## config.mk

```make
export PLATFORM = sky130hd
export DESIGN_NAME = nfm_mixer_cfg
export DESIGN_NICKNAME = d
export VERILOG_FILES = /design/src/nfm_mixer_cfg.v /design/src/nfm_nco.v /design/src/nfm_pair_shadow.v
export VERILOG_INCLUDE_DIRS = /design/src
export SDC_FILE = /design/constraint.sdc
export NUM_CORES = 1
export LEC_CHECK = 0
export ABC_AREA = 1
export BUFFER_PORTS_ARGS = -buffer_cell sky130_fd_sc_hd__buf_2
export CORE_MARGIN = 2
export CORE_UTILIZATION = 35
export CTS_CLUSTER_SIZE = 28
export DETAILED_ROUTE_END_ITERATION = 6
export PLACE_DENSITY = 0.52
export SYNTH_ARGS = -nofsm -noshare
export SYNTH_HDL_FRONTEND = slang
export SYNTH_SLANG_ARGS = --single-unit
```

## constraint.sdc

```tcl
create_clock -name hclk -period 1.6 [get_ports hclk]
set_input_delay 0 -clock hclk [delete_from_list [all_inputs] [get_ports hclk]]
set_output_delay 0 -clock hclk [all_outputs]
set_load 0.01 [all_outputs]
```

## src/nfm_regs.vh

```
// Purpose: constants for the fine mixer nco configuration bank
// Assumes: ahb-lite slave, 32-bit words, one register per aligned word
// Notes:   printed offsets are word indices; byte address is index * 4
//
// Notes on behaviour
// - frequency word is signed two's complement; negative values run backwards.
// - one lsb of frequency word steps fs divided by two to the 32.
// - ab frequency word: low half at 0x14, high half at 0x15.
// - cd frequency word: low half at 0x16, high half at 0x17.
// - cd phase offset added to cd accumulator before sine/cosine generation.
// - offset sums into upper 16 accumulator bits; that sum addresses tables.
// - with auto-sync on, cd offset write loads cd offset and frequency together.
// - cd frequency writes alone leave the mixer unchanged; write offset last.
// - all offset and frequency registers reset to zero.
// - ab pair has own 16-bit phase offset at 0x12, added likewise.
// - with auto-sync on, ab offset write loads ab offset and frequency together.
`ifndef NFM_REGS_VH
`define NFM_REGS_VH

// ****************************************
// register indices
// ****************************************
`define NFM_IDX_AB_PHASE     6'h12
`define NFM_IDX_CD_PHASE     6'h13
`define NFM_IDX_AB_FREQ_LO   6'h14
`define NFM_IDX_AB_FREQ_HI   6'h15
`define NFM_IDX_CD_FREQ_LO   6'h16
`define NFM_IDX_CD_FREQ_HI   6'h17
`define NFM_IDX_SYNC_CTRL    6'h1F

// ****************************************
// fields and reset values
// ****************************************
`define NFM_SYNC_AUTO_BIT    0
`define NFM_SYNC_MANUAL_BIT  1
`define NFM_RST_HALF         16'h0000
`define NFM_RST_SYNC         2'h1
`define NFM_ACC_W            32
`define NFM_PHASE_W          16

`endif

```

## src/nfm_mixer_cfg.v

```verilog
// Purpose: ahb-lite register bank and two fine mixer ncos
// Assumes: single word transfers, response always okay, zero wait states
// Notes:   the write lands one edge after the address phase edge
//
// Our own choice: the AHB-Lite interface to the registers.
`timescale 1ns/1ns
`default_nettype none
`include "nfm_regs.vh"
module nfm_mixer_cfg
(
  // ahb-lite clock and reset
  input  wire        hclk,
  input  wire        hresetn,
  // ahb-lite slave
  input  wire        hsel,
  input  wire [31:0] haddr,
  input  wire [1:0]  htrans,
  input  wire        hwrite,
  input  wire [2:0]  hsize,
  input  wire        hready,
  input  wire [31:0] hwdata,
  output reg  [31:0] hrdata,
  output wire        hreadyout,
  output wire        hresp,
  // mixer address outputs
  output wire [15:0] ab_table_addr,
  output wire [15:0] cd_table_addr,
  output wire [31:0] ab_phase_acc,
  output wire [31:0] cd_phase_acc,
  // sync event pulses
  output reg         ab_sync_r,
  output reg         cd_sync_r
);

  // ****************************************
  // address phase capture
  // ****************************************
  reg        wr_pend_r;
  reg [5:0]  wr_idx_r;

  function [5:0] word_idx;
    input [31:0] a;
    begin
      word_idx = a[7:2];
    end
  endfunction

  wire ap_valid = hsel & hready & htrans[1];

  always @(posedge hclk or negedge hresetn)
  begin
    if (!hresetn)
    begin
      wr_pend_r <= 1'b0;
      wr_idx_r  <= 6'h00;
    end
    else
    begin
      wr_pend_r <= ap_valid & hwrite;
      wr_idx_r  <= word_idx(haddr);
    end
  end

  assign hreadyout = 1'b1;
  assign hresp     = 1'b0;

  // ****************************************
  // staged registers
  // ****************************************
  reg [15:0] ab_pair_phase_shift_r;
  reg [15:0] cd_mixer_phase_offset_r;
  reg [15:0] ab_mixer_freq_low_r;
  reg [15:0] ab_mixer_freq_high_r;
  reg [15:0] cd_mixer_freq_low_r;
  reg [15:0] cd_mixer_freq_high_r;
  reg [1:0]  sync_control_register_r;

  wire [15:0] wd = hwdata[15:0];

  always @(posedge hclk or negedge hresetn)
  begin
    if (!hresetn)
    begin
      ab_pair_phase_shift_r   <= `NFM_RST_HALF;
      cd_mixer_phase_offset_r <= `NFM_RST_HALF;
      ab_mixer_freq_low_r     <= `NFM_RST_HALF;
      ab_mixer_freq_high_r    <= `NFM_RST_HALF;
      cd_mixer_freq_low_r     <= `NFM_RST_HALF;
      cd_mixer_freq_high_r    <= `NFM_RST_HALF;
      sync_control_register_r <= `NFM_RST_SYNC;
      ab_sync_r               <= 1'b0;
      cd_sync_r               <= 1'b0;
    end
    else
    begin
      ab_sync_r <= 1'b0;
      cd_sync_r <= 1'b0;
      if (wr_pend_r)
      begin
        case (wr_idx_r)
          `NFM_IDX_AB_PHASE:
          begin
            ab_pair_phase_shift_r <= wd;
            ab_sync_r <= sync_control_register_r[`NFM_SYNC_AUTO_BIT];
          end
          `NFM_IDX_CD_PHASE:
          begin
            cd_mixer_phase_offset_r <= wd;
            cd_sync_r <= sync_control_register_r[`NFM_SYNC_AUTO_BIT];
          end
          `NFM_IDX_AB_FREQ_LO: ab_mixer_freq_low_r  <= wd;
          `NFM_IDX_AB_FREQ_HI: ab_mixer_freq_high_r <= wd;
          `NFM_IDX_CD_FREQ_LO: cd_mixer_freq_low_r  <= wd;
          `NFM_IDX_CD_FREQ_HI: cd_mixer_freq_high_r <= wd;
          `NFM_IDX_SYNC_CTRL:
          begin
            // manual bit is self clearing; it syncs both pairs at once
            sync_control_register_r[`NFM_SYNC_AUTO_BIT] <=
              hwdata[`NFM_SYNC_AUTO_BIT];
            ab_sync_r <= hwdata[`NFM_SYNC_MANUAL_BIT];
            cd_sync_r <= hwdata[`NFM_SYNC_MANUAL_BIT];
          end
          default: ;
        endcase
      end
    end
  end

  // ****************************************
  // read data
  // ****************************************
  reg [31:0] rd_nxt;

  always @*
  begin
    rd_nxt = 32'h00000000;
    case (word_idx(haddr))
      `NFM_IDX_AB_PHASE:   rd_nxt = {16'h0000, ab_pair_phase_shift_r};
      `NFM_IDX_CD_PHASE:   rd_nxt = {16'h0000, cd_mixer_phase_offset_r};
      `NFM_IDX_AB_FREQ_LO: rd_nxt = {16'h0000, ab_mixer_freq_low_r};
      `NFM_IDX_AB_FREQ_HI: rd_nxt = {16'h0000, ab_mixer_freq_high_r};
      `NFM_IDX_CD_FREQ_LO: rd_nxt = {16'h0000, cd_mixer_freq_low_r};
      `NFM_IDX_CD_FREQ_HI: rd_nxt = {16'h0000, cd_mixer_freq_high_r};
      `NFM_IDX_SYNC_CTRL:  rd_nxt = {30'h0,
                                     1'b0,
                                     sync_control_register_r[0]};
      default:             rd_nxt = 32'h00000000;
    endcase
  end

  always @(posedge hclk or negedge hresetn)
  begin
    if (!hresetn)
      hrdata <= 32'h00000000;
    else if (ap_valid & ~hwrite)
      hrdata <= rd_nxt;
  end

  // ****************************************
  // active settings and ncos
  // ****************************************
  wire [31:0] ab_pair_freq_word;
  wire [31:0] cd_pair_freq_word;
  wire [15:0] ab_phase_act;
  wire [15:0] cd_pair_phase_shift;

  nfm_pair_shadow u_ab_shadow
  (
    .hclk        (hclk),
    .hresetn     (hresetn),
    .load        (ab_sync_r),
    .freq_stage  ({ab_mixer_freq_high_r, ab_mixer_freq_low_r}),
    .phase_stage (ab_pair_phase_shift_r),
    .freq_act_r  (ab_pair_freq_word),
    .phase_act_r (ab_phase_act)
  );

  nfm_pair_shadow u_cd_shadow
  (
    .hclk        (hclk),
    .hresetn     (hresetn),
    .load        (cd_sync_r),
    .freq_stage  ({cd_mixer_freq_high_r, cd_mixer_freq_low_r}),
    .phase_stage (cd_mixer_phase_offset_r),
    .freq_act_r  (cd_pair_freq_word),
    .phase_act_r (cd_pair_phase_shift)
  );

  nfm_nco u_ab_nco
  (
    .hclk         (hclk),
    .hresetn      (hresetn),
    .freq_word    (ab_pair_freq_word),
    .phase_shift  (ab_phase_act),
    .restart      (1'b0),
    .acc_r        (ab_phase_acc),
    .table_addr_r (ab_table_addr)
  );

  nfm_nco u_cd_nco
  (
    .hclk         (hclk),
    .hresetn      (hresetn),
    .freq_word    (cd_pair_freq_word),
    .phase_shift  (cd_pair_phase_shift),
    .restart      (1'b0),
    .acc_r        (cd_phase_acc),
    .table_addr_r (cd_table_addr)
  );

endmodule
`default_nettype wire

```

## src/nfm_nco.v

```verilog
// Purpose: one nco: accumulator plus phase offset giving table address
// Assumes: runs every hclk, settings already synchronised
// Notes:   table itself lives downstream; this only forms the address
`timescale 1ns/1ns
`default_nettype none
`include "nfm_regs.vh"
module nfm_nco
(
  // clock and reset
  input  wire                        hclk,
  input  wire                        hresetn,
  // active settings
  input  wire [`NFM_ACC_W-1:0]       freq_word,
  input  wire [`NFM_PHASE_W-1:0]     phase_shift,
  input  wire                        restart,
  // outputs
  output reg  [`NFM_ACC_W-1:0]       acc_r,
  output reg  [`NFM_PHASE_W-1:0]     table_addr_r
);

  // ****************************************
  // accumulator
  // ****************************************
  // signed word added modulo 2^32 wraps both ways for free
  wire [`NFM_ACC_W-1:0] acc_nxt = acc_r + freq_word;

  always @(posedge hclk or negedge hresetn)
  begin
    if (!hresetn)
    begin
      acc_r        <= 32'h00000000;
      table_addr_r <= 16'h0000;
    end
    else
    begin
      if (restart)
        acc_r <= 32'h00000000;
      else
        acc_r <= acc_nxt;
      // only the top 16 bits reach the tables
      table_addr_r <= acc_r[`NFM_ACC_W-1:`NFM_ACC_W-`NFM_PHASE_W]
                      + phase_shift;
    end
  end

endmodule
`default_nettype wire

```

## src/nfm_pair_shadow.v

```verilog
// Purpose: holds one pair's active mixer settings, loaded on sync
// Assumes: load is a one-cycle pulse from the register block
// Notes:   staged writes never reach the nco until a load
`timescale 1ns/1ns
`default_nettype none
`include "nfm_regs.vh"
module nfm_pair_shadow
(
  // clock and reset
  input  wire                        hclk,
  input  wire                        hresetn,
  // staged values
  input  wire                        load,
  input  wire [`NFM_ACC_W-1:0]       freq_stage,
  input  wire [`NFM_PHASE_W-1:0]     phase_stage,
  // active values
  output reg  [`NFM_ACC_W-1:0]       freq_act_r,
  output reg  [`NFM_PHASE_W-1:0]     phase_act_r
);

  always @(posedge hclk or negedge hresetn)
  begin
    if (!hresetn)
    begin
      freq_act_r  <= 32'h00000000;
      phase_act_r <= 16'h0000;
    end
    else if (load)
    begin
      // all three halves move in one edge
      freq_act_r  <= freq_stage;
      phase_act_r <= phase_stage;
    end
  end

endmodule
`default_nettype wire

```

# Word level (Yosys, flattened, before mapping)
# Cells that the tools add are included.
# op_classes
n_addsub	4
eq_ne	14
mux	5
bitwise_logic	5
n_reduce_logical	7
# ops
op	n
case mux 16 bit (7 select lines)	1
== test 6 x 5 -> 1 bit (second input constant)	14
adder 32 bit	2
adder 16 bit	2
AND reduction 2 bit	7
AND 1 bit	4
case mux 1 bit (2 select lines)	2
2-to-1 mux 1 bit	2
inverter 1 bit	1
# totals
register_bits	330
input_bits	74
wordCells	55

# Longest topological paths before layout
# depth
word_depth	3
depth_mapped	12
mapped_depth_nobuf	12

# Hierarchy
# Synthesis repeated with hierarchy kept, for this count alone.
# hier_totals
cells_unflattened	2521
area_unflattened_um2	18298.8
# modules_own_cells
mod	n_inst	cells_each	area_per_inst_um2	seq_area_each_um2
nfm_mixer_cfg	1	692	5581.6	3054.2
nfm_nco (u_ab_nco)	1	716	4559.4	1201.2
nfm_nco (u_cd_nco)	1	707	4546.9	1201.2
nfm_pair_shadow	2	203	1805.5	1201.2

# Worst setup path before layout
# No wires, ideal clock.
# synth_path
path_type	register to register
from	register u_ab_nco.acc_r[0]
to	register u_ab_nco.acc_r[28]
arrival_time_ns	1.754
required_time_ns	1.483
setup_slack_ns	-0.271
stages_incl_launch_ff	13
path_buffers	0
period_less_slack_ns	1.871
path_cell_list	dfrtp_1 > ha_1 > fa_1 > nand3_1 > nand3_1 > nand2_1 > nand2_1 > nand2_1 > nand2_1 > nand2_1 > nand2_1 > nand2_1 > nand2_1
# synth_between
elab_chain_cells	1
# synth_lines
item	line	text
from (decl)	nfm_nco.v:17	output reg [`NFM_ACC_W-1:0] acc_r,
from (signal assigned)	nfm_nco.v:39	acc_r <= acc_nxt;
adder 32 bit	nfm_nco.v:25	wire [`NFM_ACC_W-1:0] acc_nxt = acc_r + freq_word;
net u_ab_nco.acc_nxt[28]	nfm_nco.v:25	
# The timed path passes the listed nets, and every way through them passes these cells.
# A chain may end at the register's enable or synchronous reset.

# Worst setup path after layout
# layout_path
from	register u_ab_shadow.freq_act_r[0]
to	register u_ab_nco.acc_r[28]
# layout_between
elab_chain_cells	1
# layout_lines
item	line	text
from (decl)	nfm_pair_shadow.v:17	output reg [`NFM_ACC_W-1:0] freq_act_r,
from (signal assigned)	nfm_pair_shadow.v:31	freq_act_r <= freq_stage;
adder 32 bit	nfm_nco.v:25	
net u_ab_nco.acc_nxt[28]	nfm_nco.v:25	
# The timed path passes the listed nets, and every way through them passes these cells.

==> metrics.md <==
| Metric | Value |
|---|---|
| Status | finished, violations left |
| Failing checks | negative setup slack |
| Rel. slew slack | 61.6% |
| Final period util | 110% |
| Hold path cells | 6 |
| First-iteration detailed-routing DRC count | 971 |
| Worst slack, placed | -0.275 ns |
| Synthesized flop and latch total | 314 |
| Fin worst setup slack | -0.166 ns |
| Async S/R FF share, synth | 100% |
| Worst min path class | in2reg |
| Detailed-route wire length per cell | 17.3 microns |
| Overflow after GRT | 0 |
| Unrepaired setup endpoints after global routing | yes |
| DRT Pass-1 Iters | 5 |
| # DRC | 0 |
| Worst Tran Pin Value | 0.576 ns |
| DIE AREA | 52000 sq um |
| Worst Setup SP | u_ab_shadow.freq_act_r[0] |
| Clk_skew | 0.0262 ns |
| CP max FO | 4 |
| VDD IR max | 1.19 mV |
| Hold_sp | hready |
| Core Region | 49900 sq um |
| Largest net degree at the start of global routing | 63 |
| Reg2reg end | u_ab_nco.acc_r[28] |
| Vias in the first global route | 16200 |
| R2R cell count | 12 |
| Reg-to-reg critical path startpoint | u_ab_shadow.freq_act_r[0] |
| Clock Pin Slew Worst Setup and Hold Paths | 0.06 ns |
| Power per cell area | 1950 nW/um^2 |
| Hold Vio Cnt, Final | 0 |
| Layout area overhead | 49.0% |
| Io pins | 206 |
| Clock sink count | 314 |
| Crit Path Category | reg2reg |
| Inserted Clock Buffers | 39 |
| WP data required | 2.05 ns |
| CP Data Arrival Time | 2.22 ns |
| Skew-Pair Late Insertion Delay | 0.57 ns |
| Post-Syn Area | 17600 sq um |
| Via count normalized by instance count | 4.74 |
| CTS max path bufs | 3 |
| Final setup TNS | -4.57 ns |
| Final setup viols | 60 |
| Worst Setup End Kind | flip-flop |
| H-tree levels | 2 |
| Share of layout cells above drive strength 1 | 41.3% |
| Count of buffers from port buffering | 141 |
| Synth cell types | 40 |
| Most frequent cells in the layout | nand2_1 (523), inv_1 (299), dfrtp_1 (275) |
| Primary FF master, synth | dfrtp_1 |
| Rows | 82 |
| Die X | 228 microns |
| Crit path time final | 1.77 ns |
| Peak Freq | 566 MHz |
| Avg Cell Area, Syn | 7.72 sq um |
| Total Routed Length | 59.9 mm |
| Total GRT Usage | 22.6% |
| Final nets | 2940 |
| ANT nets after route | 0 |
| Vias | 16400 |
| CTS tree | done |
| Number of synthesized flops with an enable pin | 0 |
| Pleak | 13.3 nW |
| Worst hold endpoint | hrdata[15] |
| Slew Viols, Final | 0 |
| Initial antenna violation count | 1 |
| Placed wire-length estimate | 44.2 mm |
| Die Ht | 228 microns |
| Placer Congestion | 0.906 |
| Max_cap viols | 0 |
| Commonest non-fill, non-tap cell in the layout | nand2_1 |
| Synth warnings | 0 |
| Post-synthesis sequential area ratio | 44.7% |
| Clock root cell | clkbuf_16 |
| Mapped Cells | 2276 |
| Global-route wire length before repair | 91.6 mm |
| Initial Util | 35.3% |
| R2r setup slk | -0.17 ns |
| Startpoint types | flip-flop |
-- critical path, cell delays in order, from the launching register on --
cell and delay, ns:
dfrtp_1 0.41, ha_4 0.18, fa_2 0.41, nand3_2 0.10
nand3_2 0.08, nand2_2 0.09, nand2_4 0.07, nand2_4 0.07
nand2_4 0.06, nand2_2 0.06, nand2_1 0.04, nand2_1 0.06
nand2_1 0.05
-- per-layer routing --
layer / global-route usage [%] / share of wire (%) / routed length [microns] / vias up
li1: - / - / - / 8116
met1: 30.3 / 45 / 26700 / 7859
met2: 37.0 / 47 / 28400 / 365
met3: 3.19 / 4.3 / 2560 / 92
met4: 9.01 / 3.8 / 2250 / 0
met5: 0 / 0 / 0 / -
-- worst max-delay path by stage --
stage / end / slack [ns]
floorplan: u_ab_nco.acc_r[28] / -0.14
global placement: u_ab_nco.acc_r[28] / -0.29
detailed placement: u_ab_nco.acc_r[26] / -0.28
CTS: u_ab_nco.acc_r[30] / -0.14
global route: u_ab_nco.acc_r[28] / -0.27
finish: u_ab_nco.acc_r[28] / -0.17
-- report_power, final --
part | leakage, nW | total [mW] | internal (mW) | switching (mW)
Sequential | 3.16 | 11.2 | 9.56 | 1.62
Clock | 0.647 | 9.15 | 5.59 | 3.56
Combinational | 9.54 | 30.8 | 14.8 | 16.0
-- logic make-up (layout without fill, tap and decap cells) --
family / after synthesis / in the layout / share of synthesized area (%)
adder cells (fa/ha/maj): 96 / 96 / 7.00
multiplexers: 42 / 42 / 2.69
XOR/XNOR: 53 / 53 / 2.64
flip-flops: 314 / 314 / 44.7
AO/OA/AOI/OAI: 279 / 279 / 8.46
buffers and inverters: 416 / 920 / 9.57
other: 2 / 19 / 0.0427
AND/OR/NAND/NOR: 1074 / 1074 / 24.9
-- through the flow --
step                cell area [sq um]  cells  utilization (%)  power (mW)  hold slack, ns
finish                          26200   3469             52.5        51.1          0.0736
detailed placement              21200   3312             42.5        32.8         -0.0613
global route                    26200   3469             52.5        54.8          0.0921
CTS                             24500   3436             49.2        46.4          0.0563
global placement                21200   3312             42.5        32.7         -0.0534
floorplan                       17700   2292                -        22.7          -0.296
-- sequential cells by signal (all words and copies together) (netlist names), 32 cells and up --
| register | cells |
|---|---|
| u_ab_shadow.freq_act_r | 32 |
| u_cd_shadow.freq_act_r | 32 |
| u_ab_nco.acc_r | 32 |
| u_cd_nco.acc_r | 32 |
-- cell usage after synthesis (18+ instances only) --
library cell	instances	area share, %
nand4_1	29	1.0
a21oi_1	119	3.4
xor2_1	50	2.5
mux2_2	42	2.7
nand2_1	734	16
buf_2	18	0.51
ha_1	92	6.5
clkbuf_1	22	0.47
nor2_1	182	3.9
o21ai_1	101	2.9
inv_1	337	7.2
buf_4	19	0.81
o21ai_0	23	0.65
dfrtp_1	313	45
nand3_1	84	2.4
-- what timing repair did --
action                                  CTS  global route
gates resized for setup                 272           395
endpoints found under the setup margin   75            76
hold buffers                             26             0
setup buffers                            31            37
cloned                                    0             0
pin swaps                                59           182
endpoints found under the hold margin   434             0
-- final cells by class --
cell class | instances | area (sq um)
Tap cell | 672 | 841
Sequential cell | 314 | 7910
Inverter | 354 | 1340
Clock inverter | 12 | 171
Fill cell | 4694 | 23700
Antenna cell | 1 | 2.50
Timing Repair Buffer | 499 | 3850
Multi-Input combinational cell | 1562 | 10900
Clock buffer | 55 | 1140
No activity file was read; power rests on OpenSTA's default activity.
